## src/hdl/spm_ctrl_regs.svh

```systemverilog
// Purpose: register map, field positions, reset values and counts
// Assumes: 8-bit register port, 16-bit core data pair
// Notes:   offsets and lock bit positions are local choices
//
// Notes on behaviour
// RL1 - lock fields only ever programmed here; clearing needs full chip erase.
// RL2 - general memory lock modes never restrict stores or loads here.
// RL3 - app lock: 11 free, 10 no store, 00 no store/no boot load, 01 no load.
// RL4 - app modes 3/4 with boot vectors block interrupts in app code.
// RL5 - boot lock: 11 free, 10 no store, 00 no store/no app load, 01 no load.
// RL6 - boot modes 3/4 with app vectors block interrupts in boot code.
// RL7 - reset vector fuse 1 starts at 0x0000, 0 at boot start.
// RL8 - running program has no path to alter fuses.
// RL9 - ready interrupt requested while enable and global flag set, store off.
// RL10 - erase or write to the busy section sets busy flag, blocks it.
// RL11 - busy flag clears on read-enable after programming or buffer load.
// RL12 - read-enable reopens section only when no erase or write is busy.
// RL13 - read-enable written during buffer loading discards loaded data.
// RL14 - lock-set store programs lock bits from low data, times out.
// RL15 - load within three cycles of lock-set returns lock or fuse bits.
// RL16 - page-write store programs buffer into pointer page, halts on no_read_while_write_section.
// RL17 - page-erase store erases pointer page, halts core on no_read_while_write_section target.
// RL18 - store-enable alone stores data pair into buffer word at pointer.
// RL19 - store-enable clears on store or after four cycles, holds while busy.
// RL20 - only five command patterns accepted; others have no effect.
// RL21 - bit 5 of the control register always reads zero.
// RL22 - stores start programming only when executed from the boot section.
// RL23 - no_read_while_write_section target halts core whole operation; rww target leaves reads.
// RL24 - page buffer clears after page write, read-enable and reset.
// RL25 - window counts from the write; all command bits drop on expiry.
`ifndef SPM_CTRL_REGS_SVH
`define SPM_CTRL_REGS_SVH

// ****
// register offsets
// ****
`define CTRL_ADDR       4'h0
`define STAT_ADDR       4'h1
`define CTRL_RESET      8'h00

// ****
// control register fields
// ****
`define B_IE            7
`define B_BUSY          6
`define B_RES           5
`define B_RDEN          4
`define B_LSET          3
`define B_PW            2
`define B_PE            1
`define B_SE            0

// ****
// command patterns in the low five bits
// ****
`define CMD_RDEN        5'h11
`define CMD_LSET        5'h09
`define CMD_PW          5'h05
`define CMD_PE          5'h03
`define CMD_FILL        5'h01

// ****
// timing counts in core cycles
// ****
`define WINDOW_CYCLES   3'h4
`define LOAD_CYCLES     3'h3

// ****
// flash geometry and lock bit positions in low data
// ****
`define PAGE_WORDS      32
`define PAGE_BITS       5
`define BOOT_START      12'hC00
`define NO_READ_WHILE_WRITE_SECTION_START      12'hC00
`define APP_RESET       12'h000
`define LK_APP_LO       1
`define LK_APP_HI       2
`define LK_BOOT_LO      3
`define LK_BOOT_HI      4

`endif

```

## src/hdl/spm_ctrl_pkg.sv

```systemverilog
// Purpose: shared types of the self-programming controller
// Assumes: nothing
// Notes:   one-hot sequencer states
package spm_ctrl_pkg;

    typedef enum logic [2:0] {
        ST_IDLE  = 3'b001,
        ST_ARMED = 3'b010,
        ST_BUSY  = 3'b100
    } seq_state_t;

    typedef logic [1:0] lock_field_t;

endpackage

```

## src/hdl/lock_guard.sv

```systemverilog
// Purpose: decode one two-bit section lock field
// Assumes: 1 means unprogrammed
// Notes:   pure combinational
`timescale 1ns/1ps
module lock_guard (
    input  spm_ctrl_pkg::lock_field_t  field,
    output logic                       store_block,
    output logic                       load_block,
    output logic                       irq_mode
);
    import spm_ctrl_pkg::*;

    // 11 free, 10 store, 00 store and load, 01 load
    always_comb begin
        store_block = !field[0];
        load_block  = !field[1];
        irq_mode    = !field[1];
    end
endmodule

```

## src/hdl/page_buffer.sv

```systemverilog
// Purpose: temporary page buffer, one page of 16-bit words
// Assumes: one write port, one read port read by the flash array
// Notes:   cleared words read back as erased value
`timescale 1ns/1ps
`include "spm_ctrl_regs.svh"
module page_buffer (
    input  wire logic                   core_clk,
    input  wire logic                   rst_n,
    input  wire logic                   clear,
    input  wire logic                   wr_en,
    input  wire logic [`PAGE_BITS-1:0]  wr_addr,
    input  wire logic [15:0]            wr_data,
    input  wire logic [`PAGE_BITS-1:0]  rd_addr,
    output logic      [15:0]            rd_data_r
);
    logic [15:0]             mem [`PAGE_WORDS];
    logic [`PAGE_WORDS-1:0]  valid_r;

    // ****
    // per-word valid flags
    // ****
    genvar i;
    generate
        for (i = 0; i < `PAGE_WORDS; i++) begin : g_valid
            always_ff @(posedge core_clk or negedge rst_n) begin
                if (!rst_n) begin
                    valid_r[i] <= 1'b0;
                end else if (clear) begin
                    valid_r[i] <= 1'b0;
                end else if (wr_en && (wr_addr == i)) begin
                    valid_r[i] <= 1'b1;
                end
            end
        end
    endgenerate

    // storage, no reset needed behind valid flags
    always_ff @(posedge core_clk) begin
        if (wr_en && !clear) begin
            mem[wr_addr] <= wr_data;
        end
    end

    // registered read, erased value for empty words
    always_ff @(posedge core_clk or negedge rst_n) begin
        if (!rst_n) begin
            rd_data_r <= 16'hFFFF;
        end else if (valid_r[rd_addr]) begin
            rd_data_r <= mem[rd_addr];
        end else begin
            rd_data_r <= 16'hFFFF;
        end
    end
endmodule

```

## src/hdl/spm_ctrl.sv

```systemverilog
// Purpose: self-programming sequencer, control register, lock guards
// Assumes: core gives store/load pulses with pointer and data pair
// Notes:   lock bits live in nonvolatile store outside; only AND-programmed
//
// Implementation choices: the address-and-strobe port and the placing of the registers.
`timescale 1ns/1ps
`include "spm_ctrl_regs.svh"
module spm_ctrl (
    input  wire logic                  core_clk,
    input  wire logic                  rst_n,
    // register port
    input  wire logic [3:0]            reg_addr,
    input  wire logic [7:0]            reg_wdata,
    input  wire logic                  reg_wr,
    input  wire logic                  reg_rd,
    output logic      [7:0]            reg_rdata_r,
    // core side
    input  wire logic                  store_req,
    input  wire logic                  load_req,
    input  wire logic                  exec_in_boot,
    input  wire logic                  vectors_in_boot,
    input  wire logic                  global_int_en,
    input  wire logic [15:0]           z_ptr,
    input  wire logic [15:0]           data_register_pair,
    output logic                       ready_irq_r,
    output logic                       irq_block_r,
    output logic                       core_halt_r,
    output logic                       load_grant_r,
    output logic                       load_deny_r,
    output logic                       load_data_valid_r,
    output logic      [7:0]            load_data_r,
    output logic      [11:0]           reset_vector_r,
    // nonvolatile lock and fuse store
    input  wire logic [5:0]            nv_lock,
    input  wire logic [7:0]            fuse_bits,
    input  wire logic                  reset_vector_fuse,
    output logic                       lock_prog_r,
    output logic      [5:0]            lock_prog_data_r,
    // flash array
    input  wire logic                  flash_done,
    input  wire logic [`PAGE_BITS-1:0] flash_buf_addr,
    output logic      [15:0]           flash_buf_data_r,
    output logic                       flash_erase_r,
    output logic                       flash_write_r,
    output logic      [6:0]            flash_page_r
);
    import spm_ctrl_pkg::*;

    // ****
    // declarations
    // ****
    seq_state_t   state_r;
    logic         ie_r;
    logic         section_busy_flag_r;
    logic [4:0]   cmd_r;
    logic [2:0]   win_cnt_r;
    logic         busy_no_read_while_write_section_r;
    logic         busy_write_r;
    logic [11:0]  word_addr;
    logic         tgt_boot;
    logic         tgt_no_read_while_write_section;
    logic         ctrl_wr;
    logic         cmd_ok;
    logic         store_go;
    logic         win_last;
    logic         store_denied;
    logic         start_prog;
    logic         buf_clear;
    logic         buf_fill;
    logic         app_sblk;
    logic         app_lblk;
    logic         app_irq;
    logic         boot_sblk;
    logic         boot_lblk;
    logic         boot_irq;
    logic         load_lockread;
    logic         load_blocked;

    // ****
    // address and command decode
    // ****
    function automatic logic valid_cmd(input logic [4:0] c);
        valid_cmd = (c == `CMD_RDEN) || (c == `CMD_LSET) ||
                    (c == `CMD_PW) || (c == `CMD_PE) || (c == `CMD_FILL);
    endfunction

    function automatic logic in_boot(input logic [11:0] a);
        in_boot = (a >= `BOOT_START);
    endfunction

    // pointer holds a byte address, flash is word organised
    assign word_addr = z_ptr[12:1];
    assign tgt_boot  = in_boot(word_addr);
    assign tgt_no_read_while_write_section  = (word_addr >= `NO_READ_WHILE_WRITE_SECTION_START);

    // no general lock mode input
    // RL2
    lock_guard u_app_guard (
        .field       ({nv_lock[`LK_APP_HI-1], nv_lock[`LK_APP_LO-1]}),
        .store_block (app_sblk),
        .load_block  (app_lblk),
        .irq_mode    (app_irq)
    );
    // RL3

    lock_guard u_boot_guard (
        .field       ({nv_lock[`LK_BOOT_HI-1], nv_lock[`LK_BOOT_LO-1]}),
        .store_block (boot_sblk),
        .load_block  (boot_lblk),
        .irq_mode    (boot_irq)
    );
    // RL5

    // accepted pattern, not busy
    assign ctrl_wr = reg_wr && (reg_addr == `CTRL_ADDR);
    assign cmd_ok  = ctrl_wr && valid_cmd(reg_wdata[4:0])
                     && (state_r != ST_BUSY); // RL20 RL12

    // store in window, boot code only
    assign store_go = (state_r == ST_ARMED) && store_req
                      && exec_in_boot; // RL22
    assign win_last = (win_cnt_r == `WINDOW_CYCLES - 3'h1);

    // lock check for erase and write targets
    assign store_denied = tgt_boot ? boot_sblk : app_sblk; // RL3 RL5

    assign start_prog = store_go && !store_denied
                        && (cmd_r[`B_PE] || cmd_r[`B_PW]);

    // buffer clears
    assign buf_clear = (cmd_ok && reg_wdata[`B_RDEN]) // RL13
                       || (store_go && cmd_r[`B_RDEN]) // RL24
                       || (state_r == ST_BUSY && flash_done
                           && busy_write_r); // RL24
    assign buf_fill  = store_go && (cmd_r == `CMD_FILL);

    // ****
    // page buffer
    // ****
    page_buffer u_buf (
        .core_clk  (core_clk),
        .rst_n     (rst_n),
        .clear     (buf_clear),
        .wr_en     (buf_fill),
        .wr_addr   (word_addr[`PAGE_BITS-1:0]), // RL18
        .wr_data   (data_register_pair),
        .rd_addr   (flash_buf_addr),
        .rd_data_r (flash_buf_data_r)
    );

    // ****
    // sequencer and enable window
    // ****
    always_ff @(posedge core_clk or negedge rst_n) begin
        if (!rst_n) begin
            state_r   <= ST_IDLE;
            win_cnt_r <= 3'h0;
        end else begin
            case (state_r)
                ST_IDLE: begin
                    if (cmd_ok) begin
                        state_r   <= ST_ARMED;
                        win_cnt_r <= 3'h0; // RL25
                    end
                end
                ST_ARMED: begin
                    if (cmd_ok) begin
                        win_cnt_r <= 3'h0;
                    end else if (start_prog) begin
                        state_r <= ST_BUSY; // RL19
                    end else if (store_go || win_last) begin
                        state_r <= ST_IDLE; // RL19 RL25
                    end else begin
                        win_cnt_r <= win_cnt_r + 3'h1;
                    end
                end
                ST_BUSY: begin
                    if (flash_done) begin
                        state_r <= ST_IDLE;
                    end
                end
                default: begin
                    state_r <= ST_IDLE;
                end
            endcase
        end
    end

    // command bits: set by write, all drop together at end
    always_ff @(posedge core_clk or negedge rst_n) begin
        if (!rst_n) begin
            cmd_r <= 5'h00;
        end else if (cmd_ok) begin
            cmd_r <= reg_wdata[4:0];
        end else if (state_r == ST_ARMED && !start_prog
                     && (store_go || win_last)) begin
            cmd_r <= 5'h00; // RL14 RL19 RL25
        end else if (state_r == ST_BUSY && flash_done) begin
            cmd_r <= 5'h00; // RL16 RL17
        end
    end

    // interrupt enable bit, writable at any time
    always_ff @(posedge core_clk or negedge rst_n) begin
        if (!rst_n) begin
            ie_r <= 1'b0;
        end else if (ctrl_wr) begin
            ie_r <= reg_wdata[`B_IE];
        end
    end

    // ****
    // programming launch and section busy
    // ****
    always_ff @(posedge core_clk or negedge rst_n) begin
        if (!rst_n) begin
            flash_erase_r <= 1'b0;
            flash_write_r <= 1'b0;
            flash_page_r  <= 7'h00;
        end else begin
            flash_erase_r <= start_prog && cmd_r[`B_PE]; // RL17
            flash_write_r <= start_prog && cmd_r[`B_PW]; // RL16
            if (start_prog) begin
                flash_page_r <= word_addr[11:`PAGE_BITS];
            end
        end
    end

    // target kind latched for the whole operation
    always_ff @(posedge core_clk or negedge rst_n) begin
        if (!rst_n) begin
            busy_no_read_while_write_section_r  <= 1'b0;
            busy_write_r <= 1'b0;
        end else if (start_prog) begin
            busy_no_read_while_write_section_r  <= tgt_no_read_while_write_section;
            busy_write_r <= cmd_r[`B_PW];
        end
    end

    // halt for no_read_while_write_section target until done
    always_ff @(posedge core_clk or negedge rst_n) begin
        if (!rst_n) begin
            core_halt_r <= 1'b0;
        end else if (start_prog && tgt_no_read_while_write_section) begin
            core_halt_r <= 1'b1; // RL23 RL16 RL17
        end else if (flash_done) begin
            core_halt_r <= 1'b0;
        end
    end

    // busy flag: set wins over clear in the same cycle
    always_ff @(posedge core_clk or negedge rst_n) begin
        if (!rst_n) begin
            section_busy_flag_r <= 1'b0;
        end else if (start_prog && !tgt_no_read_while_write_section) begin
            section_busy_flag_r <= 1'b1; // RL10
        end else if (store_go && cmd_r[`B_RDEN]) begin
            section_busy_flag_r <= 1'b0; // RL11 RL12
        end else if (buf_fill) begin
            section_busy_flag_r <= 1'b0; // RL11
        end
    end

    // ****
    // lock programming, only ever clears bits
    // ****
    always_ff @(posedge core_clk or negedge rst_n) begin
        if (!rst_n) begin
            lock_prog_r      <= 1'b0;
            lock_prog_data_r <= 6'h3F;
        end else begin
            lock_prog_r <= store_go && (cmd_r == `CMD_LSET); // RL14
            if (store_go && (cmd_r == `CMD_LSET)) begin
                lock_prog_data_r <= nv_lock & data_register_pair[5:0]; // RL1
            end
        end
    end

    // ****
    // program-memory loads
    // ****
    assign load_lockread = (state_r == ST_ARMED) && (cmd_r == `CMD_LSET)
                           && (win_cnt_r < `LOAD_CYCLES); // RL15

    // busy or locked loads denied
    assign load_blocked = (section_busy_flag_r && !tgt_no_read_while_write_section) // RL10
                          || (exec_in_boot && !tgt_boot && app_lblk) // RL3
                          || (!exec_in_boot && tgt_boot && boot_lblk); // RL5

    always_ff @(posedge core_clk or negedge rst_n) begin
        if (!rst_n) begin
            load_grant_r      <= 1'b0;
            load_deny_r       <= 1'b0;
            load_data_valid_r <= 1'b0;
            load_data_r       <= 8'h00;
        end else begin
            load_data_valid_r <= load_req && load_lockread;
            load_grant_r      <= load_req && !load_lockread && !load_blocked;
            load_deny_r       <= load_req && !load_lockread && load_blocked;
            if (load_req && load_lockread) begin
                load_data_r <= z_ptr[0] ? fuse_bits
                                        : {2'b11, nv_lock}; // RL15
            end
        end
    end

    // ****
    // interrupts and reset vector
    // ****
    always_ff @(posedge core_clk or negedge rst_n) begin
        if (!rst_n) begin
            ready_irq_r <= 1'b0;
            irq_block_r <= 1'b0;
        end else begin
            ready_irq_r <= ie_r && global_int_en && !cmd_r[`B_SE]; // RL9
            irq_block_r <= (app_irq && vectors_in_boot && !exec_in_boot) // RL4
                           || (boot_irq && !vectors_in_boot
                               && exec_in_boot); // RL6
        end
    end

    // fuse is only an input; no register path writes it
    always_ff @(posedge core_clk or negedge rst_n) begin
        if (!rst_n) begin
            reset_vector_r <= `APP_RESET;
        end else begin
            reset_vector_r <= reset_vector_fuse ? `APP_RESET
                                                : `BOOT_START; // RL7 RL8
        end
    end

    // ****
    // register read port
    // ****
    always_ff @(posedge core_clk or negedge rst_n) begin
        if (!rst_n) begin
            reg_rdata_r <= `CTRL_RESET;
        end else if (reg_rd && reg_addr == `CTRL_ADDR) begin
            reg_rdata_r <= {ie_r, section_busy_flag_r,
                            1'b0, cmd_r}; // RL21
        end else if (reg_rd && reg_addr == `STAT_ADDR) begin
            reg_rdata_r <= {core_halt_r, (state_r == ST_BUSY), nv_lock};
        end else begin
            reg_rdata_r <= 8'h00;
        end
    end
endmodule

```

## config.mk

```make
export PLATFORM = sky130hd
export DESIGN_NAME = spm_ctrl
export DESIGN_NICKNAME = d
export VERILOG_FILES = /design/src/hdl/spm_ctrl_pkg.sv /design/src/hdl/lock_guard.sv /design/src/hdl/page_buffer.sv /design/src/hdl/spm_ctrl.sv
export VERILOG_INCLUDE_DIRS = /design/src /design/src/hdl
export SDC_FILE = /design/constraint.sdc
export NUM_CORES = 1
export LEC_CHECK = 0
export BUFFER_PORTS_ARGS = -buffer_cell sky130_fd_sc_hd__clkbuf_2
export CAP_MARGIN = 25
export CORE_ASPECT_RATIO = 1.5
export CORE_UTILIZATION = 45
export CTS_CLUSTER_SIZE = 8
export DETAILED_ROUTE_END_ITERATION = 10
export PLACE_DENSITY = 0.73
export SYNTH_ARGS = -nofsm -noshare
export SYNTH_HDL_FRONTEND = slang
export SYNTH_SLANG_ARGS = --single-unit
```

## constraint.sdc

```tcl
create_clock -name core_clk -period 5.5 [get_ports core_clk]
set_input_delay 0.825 -clock core_clk [delete_from_list [all_inputs] [get_ports core_clk]]
set_output_delay 0.825 -clock core_clk [all_outputs]
set_load 0.05 [all_outputs]
```

* Yosys cells after proc, flatten, opt, wreduce, memory -nomap -nowiden
Memories as Yosys holds them, arrays and structs flattened.
Cells that the tools add are included.
** Cells by class
- Add/sub/neg operators :: 1
- Order comparisons :: 3
- Equality and inequality tests :: 50
- Mux-type cells :: 93
- Bitwise operators :: 1
- Reductions and logical operators :: 135
** Operators with widths (count)
- 5-bit equality test (second input constant) :: 17
- 1-bit two-way mux :: 73
- 1-bit logical AND :: 71
- 2-bit nonzero test :: 34
- 5-bit by 4-bit equality test with 1-bit output (second input constant) :: 10
- 3-bit two-way mux :: 9
- 5-bit by 3-bit equality test with 1-bit output (second input constant) :: 5
- 8-bit two-way mux :: 3
- 16-bit two-way mux :: 1
- 5-bit by 1-bit equality test with 1-bit output (second input constant) :: 3
- 5-bit by 2-bit equality test with 1-bit output (second input constant) :: 3
- 5-bit two-way mux :: 3
- 1-bit logical NOT :: 13
- 12-bit >= comparator (second input constant) :: 1
- 12-bit two-way mux :: 1
- 3-bit inequality test (second input constant) :: 4
- 1-bit logical OR :: 11
- 3-bit case mux with 3 select lines :: 1
- 4-bit AND reduction :: 2
- 6-bit bitwise AND :: 1
- 3-bit by 2-bit equality test with 1-bit output (second input constant) :: 2
- 5-bit by 6-bit less-than comparator with 1-bit output (second input constant) :: 1
- 2-bit inequality test (second input constant) :: 3
- 3-bit case mux with 2 select lines :: 1
- other kinds (9) :: 10
** Storage, ports and cells
- Flip-flop bits (word level) :: 112
- RAM bits :: 512
- Input port bits :: 74
- Output and inout bits :: 66
- Word-level logic and storage cells :: 337
- Memories kept :: 1
** Memories
- u_buf.mem :: words 32, width 16, read ports 1, clocked after Yosys merged registers in 0, write ports 1, line page_buffer.sv:16 : logic [15:0] mem [`PAGE_WORDS];

* Longest topological paths before layout
- Word-level depth :: 14
- Mapped depth :: 8
- Mapped depth without buffers :: 6

* Cells and area by module
From an unflattened synthesis, not the netlist that was laid out.
** Second synthesis, totals
- Cell total of the unflattened synthesis :: 1394
- Area, all modules :: 24532.3 um^2
** By module, submodules not included
- page_buffer :: times used 1, cells an instance 1153, area each 21974.8 um^2, seq. area each 16595.9 um^2
- spm_ctrl :: times used 1, cells an instance 235, area each 2527.4 um^2, seq. area each 1335.0 um^2
- lock_guard :: times used 2, cells an instance 3, area each 15.0 um^2, seq. area each 0.0 um^2

* Worst setup path after synthesis
No wires, ideal clock.
- Kind :: register -> register
- Start point :: reg state_r[0]
- End point :: mem u_buf.mem[24][0] (enable)
- Setup time :: 412 ps
- Arrival time :: 2652 ps
- Required time :: 5088 ps
- Slack :: 2437 ps
- Stages on the path, launching flop included :: 6
- Buffers on the path :: 1
- Clock period less this slack :: 3063 ps
- Path through :: dfstp_2 -> clkbuf_1 -> or3b_4 -> nor4b_4 -> o41ai_2 -> nor3_1
** On the way
- Cells in the longest elaborated chain, start to end :: 10
- Elaborated cells on any way between the ends :: 17
- Classes of those cells :: 3 x eq/ne; 2 x mux; 12 x reduce/logical
** RTL lines
- start, declared :: line spm_ctrl.sv:52 : seq_state_t state_r;
- start signal, assigned :: line spm_ctrl.sv:156 : state_r <= ST_IDLE;
- start signal, assigned :: line spm_ctrl.sv:162 : state_r <= ST_ARMED;
- start signal, assigned :: line spm_ctrl.sv:170 : state_r <= ST_BUSY;
- 3-bit by 2-bit equality test with 1-bit output :: line spm_ctrl.sv:120 : assign store_go = (state_r == ST_ARMED) && store_req
- 1-bit logical AND :: line spm_ctrl.sv:120
- 1-bit logical AND :: line spm_ctrl.sv:121 : && exec_in_boot;
- 1-bit logical AND :: line spm_ctrl.sv:132 : || (store_go && cmd_r[`B_RDEN])
- 1-bit logical OR (2 in series) :: line spm_ctrl.sv:131 : assign buf_clear = (cmd_ok && reg_wdata[`B_RDEN])
- 1-bit logical NOT :: line page_buffer.sv:39 : if (wr_en && !clear) begin
- 1-bit logical AND * :: line page_buffer.sv:39
- 1-bit two-way mux * :: line page_buffer.sv:39
- 1-bit two-way mux (not written as such) * :: line page_buffer.sv:40 : mem[wr_addr] <= wr_data;
- end, declared :: line page_buffer.sv:16
Mark *: on every way between the ends. The rest lies on a longest branch, timed or not.

* Worst setup path in the final report
- Start point :: reg cmd_r[1]
- End point :: mem u_buf.mem[0][1] (enable)
** On the way
- Cells in the longest elaborated chain, start to end :: 5
** RTL lines
- start, declared :: line spm_ctrl.sv:55 : logic [4:0] cmd_r;
- start signal, assigned :: line spm_ctrl.sv:194 : cmd_r <= reg_wdata[4:0];
- 5-bit by 1-bit equality test with 1-bit output (no source line)
- 1-bit logical AND :: line spm_ctrl.sv:135 : assign buf_fill = store_go && (cmd_r == `CMD_FILL);
- 1-bit logical AND :: line page_buffer.sv:39
- 1-bit two-way mux :: line page_buffer.sv:39
- 1-bit two-way mux (not written as such) :: line page_buffer.sv:40
No other way between the ends.

==> impl_metrics.json <==
{
  "status": "complete, but fails checks",
  "violations": "DRC",
  "ys.flop_type": "edfxtp_1",
  "cp-end-kind": "register",
  "clkPwrFrac_pct": 46.3,
  "cts_hold_buf": 0,
  "p_switching_mw": 2.23,
  "antennaDiodeCount": 0,
  "ys_seq_area_share_pct": 73.2,
  "placedInstanceArea_sq_um": 26200,
  "cts-root-buf": "clkbuf_16",
  "drt-wirelength-per-cell_um": 25.4,
  "clockBufferDepth": 3,
  "antenna_found_initial": 4,
  "grt_overflow": 0,
  "postCtsSetupBuffers": 0,
  "tritoncts": "done",
  "max_clock_freq_ghz": 0.287,
  "vdd_drop_max_mv": 0.261,
  "rsz0062_at_grt": "no",
  "yosys_warnings": 0,
  "p_sw_share_pct": 21.4,
  "reg2reg_depth": 6,
  "power_frac_seq_pct": 48.9,
  "die_h_um": 288,
  "dp_hpwl_um": 34700,
  "hold_viol": 0,
  "grt_pass1_vias": 14100,
  "hold_class": "in2async",
  "p_int_mw": 8.17,
  "clock_latency_ns": 0.61,
  "tns_ns": 0,
  "crit_arrival_ns": 3.76,
  "numClockSinks": 613,
  "power_density_nw_per_um2": 363,
  "die_w_um": 193,
  "p_leak_nw": 10.5,
  "max_slew.worst_pin.slew_ns": 1.08,
  "final_area_sq_um": 28600,
  "crit_type": "reg2reg",
  "r2r_start": "cmd_r[1]",
  "ant_nets": 0,
  "syn_area_sq_um": 24500,
  "postCtsResizedCells": 0,
  "syn_area_per_cell_sq_um": 18.1,
  "start_util_pct": 45.6,
  "layout_common_cells": "512 x edfxtp_1, 121 x clkbuf_2, 109 x mux2i_1",
  "finalClockSkew_ns": 0.0224,
  "min_period_ns": 3.48,
  "h-tree-depth": 3,
  "combinationalPowerShare_pct": 4.8,
  "drt_iter0_markers": 1240,
  "required_ns": 5.78,
  "synth_top_area_share_pct": 62.8,
  "fin_hold_ws_ns": 0.257,
  "fin_nets": 1606,
  "drive_gt1_share_pct": 28.9,
  "routed_via_density": 5.92,
  "die-area_sq_um": 55400,
  "final_core_util_pct": 53.3,
  "synthDistinctLibCells": 61,
  "synth_area_leaders": "edfxtp_1 63%, dfrtp_1 8.0%, mux4_2 6.3%, mux2i_1 4.5%, dfstp_2 2.5%",
  "synth_edf_count": 512,
  "slew-limit-headroom_pct": 27.8,
  "cts_buffers": 86,
  "drc": 12,
  "grt_pass1_wl_um": 86900,
  "synth.largest_area_cell": "edfxtp_1",
  "power_mw": 10.4,
  "num_io_pins": 140,
  "setup_viol": 0,
  "grt_start_max_net_pins": 66,
  "maxCapViolations": 0,
  "areaGrowthSynthToFinish_pct": 16.9,
  "worst_r2r_endpoint": "u_buf.mem[0][1]",
  "startpoint_type": "register",
  "grt_usage_pct": 21.6,
  "netlist_instances": 1353,
  "synthArstFlopShare_pct": 16.5,
  "path_clk_slew_ns": 0.05,
  "coreArea_sq_um": 53700,
  "r2r_setup_slack_ns": 2.02,
  "gp_congestion": 0.838,
  "wl_um": 57800,
  "ys_ff_latch": 613,
  "layout_commonest_cell": "edfxtp_1",
  "port_buffers": 124,
  "via_count": 13500,
  "cp_max_fo": 32,
  "slew_violations": 0,
  "row_count": 104,
  "first_pass_iters": 8,
  "min_period_over_period_pct": 63.3
}
[worst max path at each step]
stage,startpoint,endpoint,slack [ns],depth (start not counted)
6_report,cmd_r[1],u_buf.mem[0][1],2.02,6
5_1_grt,cmd_r[1],u_buf.mem[0][1],1.87,6
4_1_cts,state_r[2],u_buf.mem[0][1],2.00,6
3_5_place_dp,flash_buf_addr[1],u_buf.rd_data_r[10],1.75,7
3_3_place_gp,flash_buf_addr[1],u_buf.rd_data_r[10],1.76,7
2_1_floorplan,state_r[0],u_buf.mem[24][0],2.44,5
[synth_stat cells, drive strengths merged, types with 23 or more instances]
| cell type | n |
|---|---|
| o21ai | 40 |
| edfxtp | 512 |
| a221oi | 32 |
| mux2i | 109 |
| dfstp | 23 |
| buf | 57 |
| a21o | 34 |
| a22oi | 33 |
| mux2 | 42 |
| nand3 | 27 |
| nand2 | 49 |
| dfrtp | 78 |
| mux4 | 73 |
| clkbuf | 33 |
| nor3 | 51 |
[layout make-up]
| type | count | area [sq um] |
|---|---|---|
| fillers | 4137 | 25100 |
| well taps | 689 | 862 |
| clock buffers | 136 | 2380 |
| multi-input cells | 642 | 6210 |
| clock inverters | 6 | 96.3 |
| repair buffers | 170 | 1100 |
| flip-flops and latches | 613 | 17900 |
| inverters | 17 | 63.8 |
[state kept, by name (all words and copies together), names as in the netlist, 3 cells and up]
register / cells
cmd_r: 5
win_cnt_r: 3
u_buf.mem: 512
flash_page_r: 7
state_r: 3
u_buf.rd_data_r: 16
lock_prog_data_r: 6
load_data_r: 8
reg_rdata_r: 8
u_buf.valid_r: 32
[cell families after synthesis]
logic type               Yosys count  share of synthesized area (%)
multiplexers                     224                           13.2
adder cells (fa/ha/maj)            2                          0.102
buffers and inverters            107                           2.21
AO/OA/AOI/OAI                    227                           6.98
flip-flops                       613                           73.2
other                              1                         0.0153
AND/OR/NAND/NOR                  179                           4.35
[critical path, cell delays in order, from the launching register on]
cell and delay (ns):
dfrtp_1 0.43, nor4b_1 0.51, nor4b_4 0.39, o41ai_4 0.16, buf_4 0.37, nor3_2 0.89, buf_4 0.37
[power groups by stage]
stage          Sequential, mW  Combinational (mW)  Clock [mW]
5_1_grt                  5.08               0.540        5.07
6_report                 5.08               0.502        4.82
3_5_place_dp             5.17               0.501           0
2_1_floorplan            5.19               0.280           0
4_1_cts                  5.08               0.503        4.88
3_3_place_gp             5.16               0.489           0
[through the flow]
stage / worst slack (ns) / std cells
2_1_floorplan: 2.44 / 1362
3_3_place_gp: 1.76 / 2118
3_5_place_dp: 1.75 / 2130
4_1_cts: 2.00 / 2272
5_1_grt: 1.87 / 2273
6_report: 2.02 / 2273
[metal layers]
metal  track usage, %  wire length (um)  vias up  part of all wire [%]
met5                0                52        -                 0.090
met4             8.01              1760        8                   3.0
met3             4.64              4190      126                   7.2
met2             37.5             30200      575                    52
met1             26.2             21600     6934                    37
li1                 -                 -     5817                     -
(Power assumes the default switching activity.)
